==> src/pkg/mdt_pkg.sv <==
// Package of constants for the multichannel decimation timing block
// What this block does
// All channels sample from one shared clock
// All filters start convolution on same cycle
// One word per 64 modulator samples
// Modulator divide 8/4 fast, 40/8 low-power
// Exactly one sample per modulator period
// Settled after 76 words, quiet before 30
// Positive overrange gives code 7FFF
// Negative overrange gives code 8000
// Filter is linear phase, constant delay
// Stop band attenuates out to modulator rate
// Mode input 0 fast, 1 low-power
// Sync low stops and clears filter counters
// Two's complement result, saturate out of range
package mdt_pkg;
    localparam int NUM_CH = 8;
    localparam int OUT_W = 16;
    localparam int OSR = 64;
    localparam logic [5:0] OSR_LAST = 6'h3F;
    // Modulator clock divide ratios
    localparam logic [5:0] DIV_FAST_HI = 6'h08;
    localparam logic [5:0] DIV_FAST_LO = 6'h04;
    localparam logic [5:0] DIV_LOW_HI = 6'h28;
    localparam logic [5:0] DIV_LOW_LO = 6'h08;
    // Settling counts in conversion periods
    localparam logic [6:0] SETTLE_FULL = 7'h4C;
    localparam logic [6:0] SETTLE_QUIET = 7'h1E;
    // Full-scale codes
    localparam logic [15:0] CODE_POS_FS = 16'h7FFF;
    localparam logic [15:0] CODE_NEG_FS = 16'h8000;
    // Accumulator width of the sinc3 integrators
    localparam int ACC_W = 20;
endpackage : mdt_pkg

==> src/design/mdt_moddiv.sv <==
// Modulator rate divider producing a one-cycle sample enable
`timescale 1ns/10ps
module mdt_moddiv (
    input wire logic mclk,
    input wire logic srst,
    input wire logic run,
    input wire logic low_power,
    input wire logic clock_divide_select,
    output logic mod_en
);
    logic [5:0] cnt_r;
    logic [5:0] ratio;
    // Divide ratio by mode and select
    assign ratio = low_power ?
        (clock_divide_select ? mdt_pkg::DIV_LOW_HI : mdt_pkg::DIV_LOW_LO) :
        (clock_divide_select ? mdt_pkg::DIV_FAST_HI
                             : mdt_pkg::DIV_FAST_LO);
    // Count clocks, pulse once per modulator period
    always_ff @(posedge mclk) begin
        if (srst || !run) begin
            cnt_r <= 6'h00;
            mod_en <= 1'b0;
        end else if (cnt_r >= ratio - 6'h01) begin
            cnt_r <= 6'h00;
            mod_en <= 1'b1;
        end else begin
            cnt_r <= cnt_r + 6'h01;
            mod_en <= 1'b0;
        end
    end
endmodule : mdt_moddiv

==> src/design/mdt_chfilt.sv <==
// One channel sinc3 decimator with saturation to 16 bits
`timescale 1ns/10ps
module mdt_chfilt (
    input wire logic mclk,
    input wire logic srst,
    input wire logic clr,
    input wire logic mod_en,
    input wire logic dec_en,
    input wire logic bit_in,
    output logic [15:0] word,
    output logic word_vld
);
    localparam int W = mdt_pkg::ACC_W;
    logic signed [W-1:0] i1_r, i2_r, i3_r;
    logic signed [W-1:0] d1_r, d2_r, d3_r;
    logic signed [W-1:0] c1, c2, c3;
    logic signed [W-1:0] x;
    logic signed [W-1:0] scaled;
    logic sat_pos, sat_neg;
    // Bitstream maps to +1 / -1
    assign x = bit_in ? W'(1) : -W'(1);
    // Comb stages, symmetric impulse response
    assign c1 = i3_r - d1_r;
    assign c2 = c1 - d2_r;
    assign c3 = c2 - d3_r;
    // Gain 2^18 scaled down to 16 bits
    assign scaled = c3 >>> 3;
    assign sat_pos = scaled > W'(32767);
    assign sat_neg = scaled < -W'(32768);
    // Integrators run at modulator rate
    always_ff @(posedge mclk) begin
        if (srst || clr) begin
            i1_r <= '0;
            i2_r <= '0;
            i3_r <= '0;
        end else if (mod_en) begin
            i1_r <= i1_r + x;
            i2_r <= i2_r + i1_r;
            i3_r <= i3_r + i2_r;
        end
    end
    // Combs and output at decimated rate
    always_ff @(posedge mclk) begin
        if (srst || clr) begin
            d1_r <= '0;
            d2_r <= '0;
            d3_r <= '0;
            word <= 16'h0000;
            word_vld <= 1'b0;
        end else begin
            word_vld <= dec_en;
            if (dec_en) begin
                d1_r <= i3_r;
                d2_r <= c1;
                d3_r <= c2;
                if (sat_pos)
                    word <= mdt_pkg::CODE_POS_FS;
                else if (sat_neg)
                    word <= mdt_pkg::CODE_NEG_FS;
                else
                    word <= scaled[15:0];
            end
        end
    end
endmodule : mdt_chfilt

==> src/design/mdt_top.sv <==
// Top of the multichannel decimation timing block
`timescale 1ns/10ps
module mdt_top (
    input wire logic mclk,
    input wire logic srst,
    input wire logic mode_low_power,
    input wire logic clock_divide_select,
    input wire logic sync_n,
    input wire logic [7:0] mod_bits,
    output logic [127:0] data_out,
    output logic data_vld,
    output logic settled,
    output logic quiet
);
    // Three-flop samplers for the pins
    logic [2:0] mode_s_r, div_s_r, sync_s_r;
    logic mode_r, div_r, sync_r;
    logic [7:0] bits_r;
    logic run, mod_en, dec_en, clr;
    logic [5:0] phase_r;
    logic [6:0] settle_r;
    logic mode_old_r, div_old_r;
    logic cfg_change;
    logic [15:0] w [8];
    logic [7:0] wv;
    // Pin synchronisers; change taken when stages 2 and 3 agree
    always_ff @(posedge mclk) begin
        if (srst) begin
            mode_s_r <= 3'h0;
            div_s_r <= 3'h0;
            sync_s_r <= 3'h0;
            mode_r <= 1'b0;
            div_r <= 1'b0;
            sync_r <= 1'b0;
        end else begin
            mode_s_r <= {mode_s_r[1:0], mode_low_power};
            div_s_r <= {div_s_r[1:0], clock_divide_select};
            sync_s_r <= {sync_s_r[1:0], sync_n};
            if (mode_s_r[1] == mode_s_r[2])
                mode_r <= mode_s_r[2];
            if (div_s_r[1] == div_s_r[2])
                div_r <= div_s_r[2];
            if (sync_s_r[1] == sync_s_r[2])
                sync_r <= sync_s_r[2];
        end
    end
    // Bitstreams registered each clock; all filters take them on mod_en
    always_ff @(posedge mclk) begin
        if (srst)
            bits_r <= 8'h00;
        else
            bits_r <= mod_bits;
    end
    // Mode or divide change restarts the filters
    assign cfg_change = (mode_r != mode_old_r) || (div_r != div_old_r);
    assign run = sync_r && !cfg_change;
    assign clr = !run;
    mdt_moddiv u_div (
        .mclk(mclk),
        .srst(srst),
        .run(run),
        .low_power(mode_r),
        .clock_divide_select(div_r),
        .mod_en(mod_en)
    );
    // Shared decimation phase, one output every 64 samples
    always_ff @(posedge mclk) begin
        if (srst || clr)
            phase_r <= 6'h00;
        else if (mod_en)
            phase_r <= phase_r + 6'h01;
    end
    assign dec_en = mod_en && (phase_r == mdt_pkg::OSR_LAST);
    // Remember last configuration
    always_ff @(posedge mclk) begin
        if (srst) begin
            mode_old_r <= 1'b0;
            div_old_r <= 1'b0;
        end else begin
            mode_old_r <= mode_r;
            div_old_r <= div_r;
        end
    end
    // Per-channel filters sharing enables
    genvar g;
    generate
        for (g = 0; g < 8; g++) begin : g_ch
            mdt_chfilt u_f (
                .mclk(mclk),
                .srst(srst),
                .clr(clr),
                .mod_en(mod_en),
                .dec_en(dec_en),
                .bit_in(bits_r[g]),
                .word(w[g]),
                .word_vld(wv[g])
            );
            // Output register per channel
            always_ff @(posedge mclk) begin
                if (srst)
                    data_out[16*g +: 16] <= 16'h0000;
                else if (wv[g])
                    data_out[16*g +: 16] <= w[g];
            end
        end
    endgenerate
    // Settling counter in conversion periods
    always_ff @(posedge mclk) begin
        if (srst || clr) begin
            settle_r <= 7'h00;
            settled <= 1'b0;
            quiet <= 1'b1;
            data_vld <= 1'b0;
        end else begin
            data_vld <= wv[0];
            if (wv[0] && settle_r != mdt_pkg::SETTLE_FULL)
                settle_r <= settle_r + 7'h01;
            settled <= (settle_r == mdt_pkg::SETTLE_FULL);
            quiet <= (settle_r < mdt_pkg::SETTLE_QUIET);
        end
    end
endmodule : mdt_top

==> config.mk <==
export PLATFORM = sky130hd
export DESIGN_NAME = mdt_top
export DESIGN_NICKNAME = d
export VERILOG_FILES = /design/src/pkg/mdt_pkg.sv /design/src/design/mdt_moddiv.sv /design/src/design/mdt_chfilt.sv /design/src/design/mdt_top.sv
export SDC_FILE = /design/constraint.sdc
export NUM_CORES = 2
export LEC_CHECK = 0
export BUFFER_PORTS_ARGS = -buffer_cell sky130_fd_sc_hd__buf_2
export CAP_MARGIN = 20
export CORE_MARGIN = 1.5
export CORE_UTILIZATION = 40
export DETAILED_ROUTE_END_ITERATION = 10
export GPL_TIMING_DRIVEN = 0
export PLACE_DENSITY_LB_ADDON = 0.2
export SYNTH_ARGS = -nofsm -noshare
export SYNTH_HDL_FRONTEND = slang
export SYNTH_SLANG_ARGS = --single-unit
==> constraint.sdc <==
create_clock -name mclk -period 7.9 [get_ports mclk]
set_input_delay 1.185 -clock mclk [delete_from_list [all_inputs] [get_ports mclk]]
set_output_delay 1.185 -clock mclk [all_outputs]
set_load 0.005 [all_outputs]
# == Yosys cells after proc, flatten, opt, wreduce, memory -nomap -nowiden ==
# Index checks and enable logic that the tools add are counted.
# classes
add_sub_neg,52
order_cmp,18
n_eq_ne,8
muxes,28
n_reduce_logical,8
# ops
operator,count
$add 20x20->20,24
$sub 20x20->20,24
$mux 16,16
$mux 20,8
$gt 17x16->1 const B,8
$lt 17x16->1 const B,8
$add 6x1->6 const B,2
$mux 6,2
$add 7x1->7 const B,1
$eq 7x7->1 const B,1
$lt 7x5->1 const B,1
$ne 7x7->1 const B,1
$eq 6x6->1 const B,1
$ge 6x6->1,1
$sub 6x1->6 const B,1
$mux 4,1
$eq 1x1->1,3
$logic_and 1x1->1,3
$logic_not 1->1,2
$logic_or 1x1->1,2
$ne 1x1->1,2
$reduce_or 2->1,1
$mux 1,1
# word_totals
register_bits,1262
input_bits,13
output_inout_bits,131
word_cells,195

# == Longest topological paths before layout ==
# logic_depth
word_depth,7
depth_mapped,34
ltp_nobuf,33

# == By module ==
# A second synthesis with hierarchy kept.
# hier_totals
cells_unflattened,10009
area_unflattened_um2,85109.1
# modules_own_cells
mod,n_inst,cells_each,area_each_um2,seq_area_each_um2
mdt_chfilt at g_ch[5].u_f ...,3,1178,9862.0,2742.6
mdt_chfilt at g_ch[2].u_f ...,2,1192,9968.3,2742.6
mdt_chfilt at g_ch[0].u_f,1,1193,9968.3,2742.6
mdt_chfilt at g_ch[4].u_f,1,1185,9914.5,2742.6
mdt_chfilt at g_ch[1].u_f,1,1124,9546.7,2742.6
mdt_top,1,553,5826.8,3323.2
mdt_moddiv,1,36,330.3,140.1

# == Least setup slack after synthesis ==
# No wires, ideal clock.
# synth_path
kind,flip-flop to flip-flop
startpoint,reg g_ch[6].u_f.i3_r[0]
endpoint,reg g_ch[6].u_f.word[6]
setup_ns,0.122
t_arrival_ns,6.057
t_required_ns,7.778
path_slack_ns,1.721
path_stages_with_launch,35
n_path_buf,1
synth_period_minus_slack_ns,6.179
cell_sequence,dfxtp_1 -> inv_1 -> ha_1 -> fa_1 -> nor2b_1 -> o21ai_0 -> a21boi_0 -> o21ai_0 -> a21boi_0 -> nor2_1 -> o21ba_2 -> o21bai_1 -> a21oi_1 -> xnor2_1 -> ha_1 -> and2_1 -> a221oi_1 -> o22a_1 -> o41ai_1 -> o21a_1 -> nor2_1 -> o21ai_0 -> a31oi_1 -> xnor2_1 -> ha_1 -> o21a_1 -> nor2_1 -> nor2b_1 -> a21oi_1 -> o21bai_1 -> xnor2_1 -> buf_2 -> nor2_1 -> nor2_4 -> a221o_1
# synth_between
elab_chain_cells,6
elab_cells_between_ends,7
classes_between,add/sub (3); order compare (2); mux (2)
# synth_rtl
item,line_no,source
from (decl),mdt_chfilt.sv:14,"logic signed [W-1:0] i1_r, i2_r, i3_r;"
from (signal assigned),mdt_chfilt.sv:39,i3_r <= i3_r + i2_r;
$sub 20x20->20 (*),mdt_chfilt.sv:23,assign c1 = i3_r - d1_r;
via g_ch[6].u_f.c1[10],mdt_chfilt.sv:16,"logic signed [W-1:0] c1, c2, c3;"
$sub 20x20->20 (*),mdt_chfilt.sv:24,assign c2 = c1 - d2_r;
via g_ch[6].u_f.c2[17],mdt_chfilt.sv:16,
$sub 20x20->20 (*),mdt_chfilt.sv:25,assign c3 = c2 - d3_r;
$lt 17x16->1,mdt_chfilt.sv:29,assign sat_neg = scaled < -W'(32768);
$mux 16,mdt_chfilt.sv:58,else if (sat_neg)
$mux 16 (*),mdt_chfilt.sv:56,if (sat_pos)
to (signal assigned),mdt_chfilt.sv:57,word <= mdt_pkg::CODE_POS_FS;
to (signal assigned),mdt_chfilt.sv:59,word <= mdt_pkg::CODE_NEG_FS;
to (signal assigned),mdt_chfilt.sv:61,word <= scaled[15:0];
to (decl),mdt_chfilt.sv:10,"output logic [15:0] word,"
# Mark *: on every way through the listed nets, which the timed path passes. The rest lies on a longest branch.
# A chain may end at the register's enable or synchronous reset.

# == Worst setup path after layout ==
# layout_path
startpoint,reg g_ch[3].u_f.i3_r[0]
endpoint,reg g_ch[3].u_f.word[12]
# layout_between
elab_chain_cells,6
elab_cells_between_ends,7
classes_between,add/sub (3); order compare (2); mux (2)
# layout_rtl
item,line_no
from (decl),mdt_chfilt.sv:14
from (signal assigned),mdt_chfilt.sv:39
$sub 20x20->20 (*),mdt_chfilt.sv:23
via g_ch[3].u_f.c1[6],mdt_chfilt.sv:16
$sub 20x20->20 (*),mdt_chfilt.sv:24
via g_ch[3].u_f.c2[13],mdt_chfilt.sv:16
$sub 20x20->20 (*),mdt_chfilt.sv:25
$lt 17x16->1,mdt_chfilt.sv:29
$mux 16,mdt_chfilt.sv:58
$mux 16 (*),mdt_chfilt.sv:56
to (signal assigned),mdt_chfilt.sv:57
to (signal assigned),mdt_chfilt.sv:59
to (signal assigned),mdt_chfilt.sv:61
to (decl),mdt_chfilt.sv:10
# Marked as above.

==> metrics.md <==
| Metric | Value |
|---|---|
| Initial detailed-routing violation count | roughly 4,700 |
| Startpoint of the most critical register-to-register path | g_ch[3].u_f.i3_r[0] |
| Count of flip-flops with a built-in enable after synthesis | 0 |
| CTS H-tree depth | 4 |
| Depth of the worst register-to-register path | 29 |
| # placed instances | 13,100 |
| Final hold slack | roughly 0.44 ns |
| Largest incremental delay on the critical path | between 0.6 and 0.7 ns |
| Cell area after synthesis | 0.0827 mm² |
| Clock transition at the registers of the reported paths | ~0.06 ns |
| Signal arrival time at the worst endpoint | 8.12 ns |
| Crit path capture type | flip-flop |
| Iteration count of the initial detailed-routing pass | 8 |
| Syn avg cell area | slightly above 8 µm² |
| TNS Setup | 0 ns |
| CTS tree | built |
| Largest net degree at the start of global routing | 21 |
| Clock network latency to the later pin of the worst-skew pair | roughly 0.83 ns |
| Count of unresolved DRC violations after routing | 0 |
| Detail-routed via count per cell | roughly 5.4 |
| Total of endpoints with negative setup slack in the final report | 0 |
| Clock tree buffer depth | 3 |
| Starting density of the core | 0.403 |
| Outcome | finished clean |
| Synth Warn # | 0 |
| Number of antenna violations at the first check in global routing | 19 |
| Die boundary height | roughly 460 µm |
| Final std cells w/o fill | ~13,000 |
| Share of layout cells above drive strength 1 | 0.0493 |
| Average wire per cell in the routed design | 19.3 µm |
| Share of flip-flops with an asynchronous set or reset after synthesis | 0 |
| Overall via count from detail_route | 72,100 |
| Max Transition Viols Final | 0 |
| Synthesized net count | between 10,000 and 15,000 |
| Final Hold Violating Endpoints | 0 |
| Timing startpoint of the critical path | g_ch[3].u_f.i3_r[0] |
| Portion of synthesized cell area occupied by the leading cell type | 0.305 |
| Ratio of final minimum period to clock period | 0.933 |
| Count of antenna-violating nets left after detailed routing | 0 |
| Post-layout net count | between 10,000 and 15,000 |
| Area occupied by multi-input gates | 0.0536 mm² |
| Internal reg-to-reg setup slack | 0.53 ns |
| Kind of critical path | reg2reg |
| Startpoint type of the worst setup path | flip-flop |
| Syn-to-layout area delta | 12.2% |
| Filler cells | 20,100 |
| Upper clock frequency limit | 136 MHz |
| Data required time of the worst path | between 8 and 9 ns |
| Largest voltage drop on the vdd net | ~0.17 mV |
| Overall die area | ~0.21 mm² |
| Placement Rows | 166 |
| Residual overflow from global routing | 0 |
| Max-cap violations | 0 |
| Post-synthesis instance total | approximately 10,000 |
| Count of pins on the block boundary | between 100 and 150 |
| Yosys top cell by area | dfxtp_1 |
| Core region area | 0.205 mm² |
| Detailed-placement wirelength estimate | approximately 200,000 µm |
| Post-synth cell types | 86 |
| Dominant register cell in the synthesized netlist | dfxtp_1 |
| Dominant cell by count in the synthesized netlist | dfxtp_1 |
| Power density over cell area | 151 mW/mm² |
| Sequential cell area fraction in the yosys report | 0.305 |
| Via count of the first global-routing pass | just under 70,000 |
| List of most frequent post-synthesis cells | dfxtp_1, nand2_1, nor2_1 |
| Worst clock skew | 0.0366 ns |
| RR Endpoint | g_ch[3].u_f.word[12] |
| Setup fix buffers added after clock tree synthesis | 0 |
| Post-Route WL | around 260,000 µm |
| GRT Resource Usage Total | 0.239 |
| Setup repair after global routing missed its margin | false |
| Main area contributors after synthesis | dfxtp_1, ha_1, a21oi_1 |
| Pleak | approximately 36 nW |
| CTS sink count | roughly 1,300 |
| Total of hold buffers inserted after clock tree synthesis | 0 |
| Pin slew with the least headroom to its limit | around 1.2 ns |
| Slowest library cell on the worst path | xor2_1 |
| Maximum net fanout on the critical path | 10 |
| I/O Buffers | around 140 |
| Final core utilization | 0.453 |
| Sequential Area | between 0.02 and 0.03 mm² |
| Critical path's most frequent cell | ha_1 |
| Die width | roughly 460 µm |
| Worst hold path class | reg2reg |
| Minimum clock period after layout | 7.37 ns |
| Number of buffers added by the clock tree synthesis step | 154 |
| Number of flip-flops and latches in the synthesized netlist | 1,262 |
| Worst setup path endpoint | g_ch[3].u_f.word[12] |
| Wire length of the first global-routing pass | 394,000 µm |
| CTS Root Buffer Type | clkbuf_16 |
| Worst slew margin relative to its limit | 0.181 |
| Final Wtd Congestion | 0.903 |
-- metrics by stage --
stage                     instance area (µm²)  power [mW]  setup WS (ns)
after floorplan                         82700        6.65           1.72
after global routing                    92800        14.4         0.0388
after CTS                               92800        14.1          0.374
after global placement                  86800        6.69          0.511
after detailed placement                87600        6.70          0.416
final                                   92800        14.0          0.527
-- layout make-up --
cell class | instances | area share
clock buffers | 219 | 0.0479
plain buffers | 364 | 0.0153
well taps | 2688 | 0.0362
flip-flops and latches | 1262 | 0.272
diodes | 6 | 0.000162
clock inverters | 54 | 0.00846
repair buffers | 184 | 0.0157
multi-input cells | 7930 | 0.577
inverters | 671 | 0.0271
-- state kept, by name, summed over array words and instances, names as in the netlist, 6 cells and up --
register       flops
data_out         128
settle_r           7
g_ch.u_f.i3_r    160
g_ch.u_f.d3_r    160
g_ch.u_f.d1_r    160
bits_r             8
u_div.cnt_r        6
g_ch.u_f.i1_r    160
g_ch.u_f.word    128
phase_r            6
g_ch.u_f.i2_r    160
g_ch.u_f.d2_r    160
-- timing repair --
item                                    in CTS  in global routing
resized for setup                            0                  3
endpoints found under the setup margin       0                 15
endpoints found under the hold margin        0                  0
-- cell usage in the layout (no fill, tap or decap), types with 108 or more instances in the layout --
cell	instances
clkbuf_16	159
nand3_1	157
o21a_1	140
xnor2_1	552
a21oi_1	1031
mux2i_1	387
dfxtp_1	1262
nor2b_1	220
or3_1	108
a21o_1	155
clkbuf_1	315
a211oi_1	158
nand2_1	1158
inv_1	670
nor3_1	203
o21ai_0	366
ha_1	903
nor2_1	1113
buf_2	148
a22o_1	122
xor2_1	171
-- layer usage --
metal  routed length (µm)  global-route usage  share of wire  vias to the layer above
li1                     -                   -              -                    36500
met5                   13                   0       0.000050                        -
met2               115000               0.391           0.45                     1638
met1               119000               0.317           0.46                    33600
met4                10900               0.101          0.042                        2
met3                13300              0.0290          0.051                      398
-- power by group --
part / internal (mW) / switching [mW] / leakage (nW)
clock network: 4.49 / 2.93 / 2.56
logic: 0.0722 / 0.119 / 23.2
registers: 6.37 / 0.00256 / 10.2
-- worst min-delay path by stage --
stage,from,to,slack [ns],cells after the start
after global routing,mode_s_r[0],mode_s_r[1],0.46,1
final,mode_s_r[0],mode_s_r[1],0.44,1
after detailed placement,div_s_r[0],div_s_r[1],0.43,1
after global placement,mode_s_r[0],mode_s_r[1],0.43,1
after floorplan,div_s_r[0],div_s_r[1],0.41,1
after CTS,g_ch[3].u_f.word[10],g_ch[3].u_f.word[10],0.44,2
-- worst max-delay path, delay by kind of cell (launching register included) --
| kind | cells | cell delay, ns |
|---|---|---|
| buffers and inverters | 2 | 0.34 |
| AOI/OAI and AO/OA | 13 | 3.13 |
| and+or+nand+nor | 7 | 1.25 |
| DFF | 1 | 0.39 |
| xor gates and xnor gates | 3 | 1.03 |
| adders and majority gates | 4 | 1.18 |
-- logic make-up after synthesis --
kind of cell / synth area share
AO/OA/AOI/OAI: 0.194
multiplexers: 0.0468
XOR/XNOR: 0.0792
AND/OR/NAND/NOR: 0.175
buffers and inverters: 0.0472
other: 0.0000453
flip-flops: 0.305
adder cells (fa/ha/maj): 0.152
No activity file was read; power rests on OpenSTA's default activity.
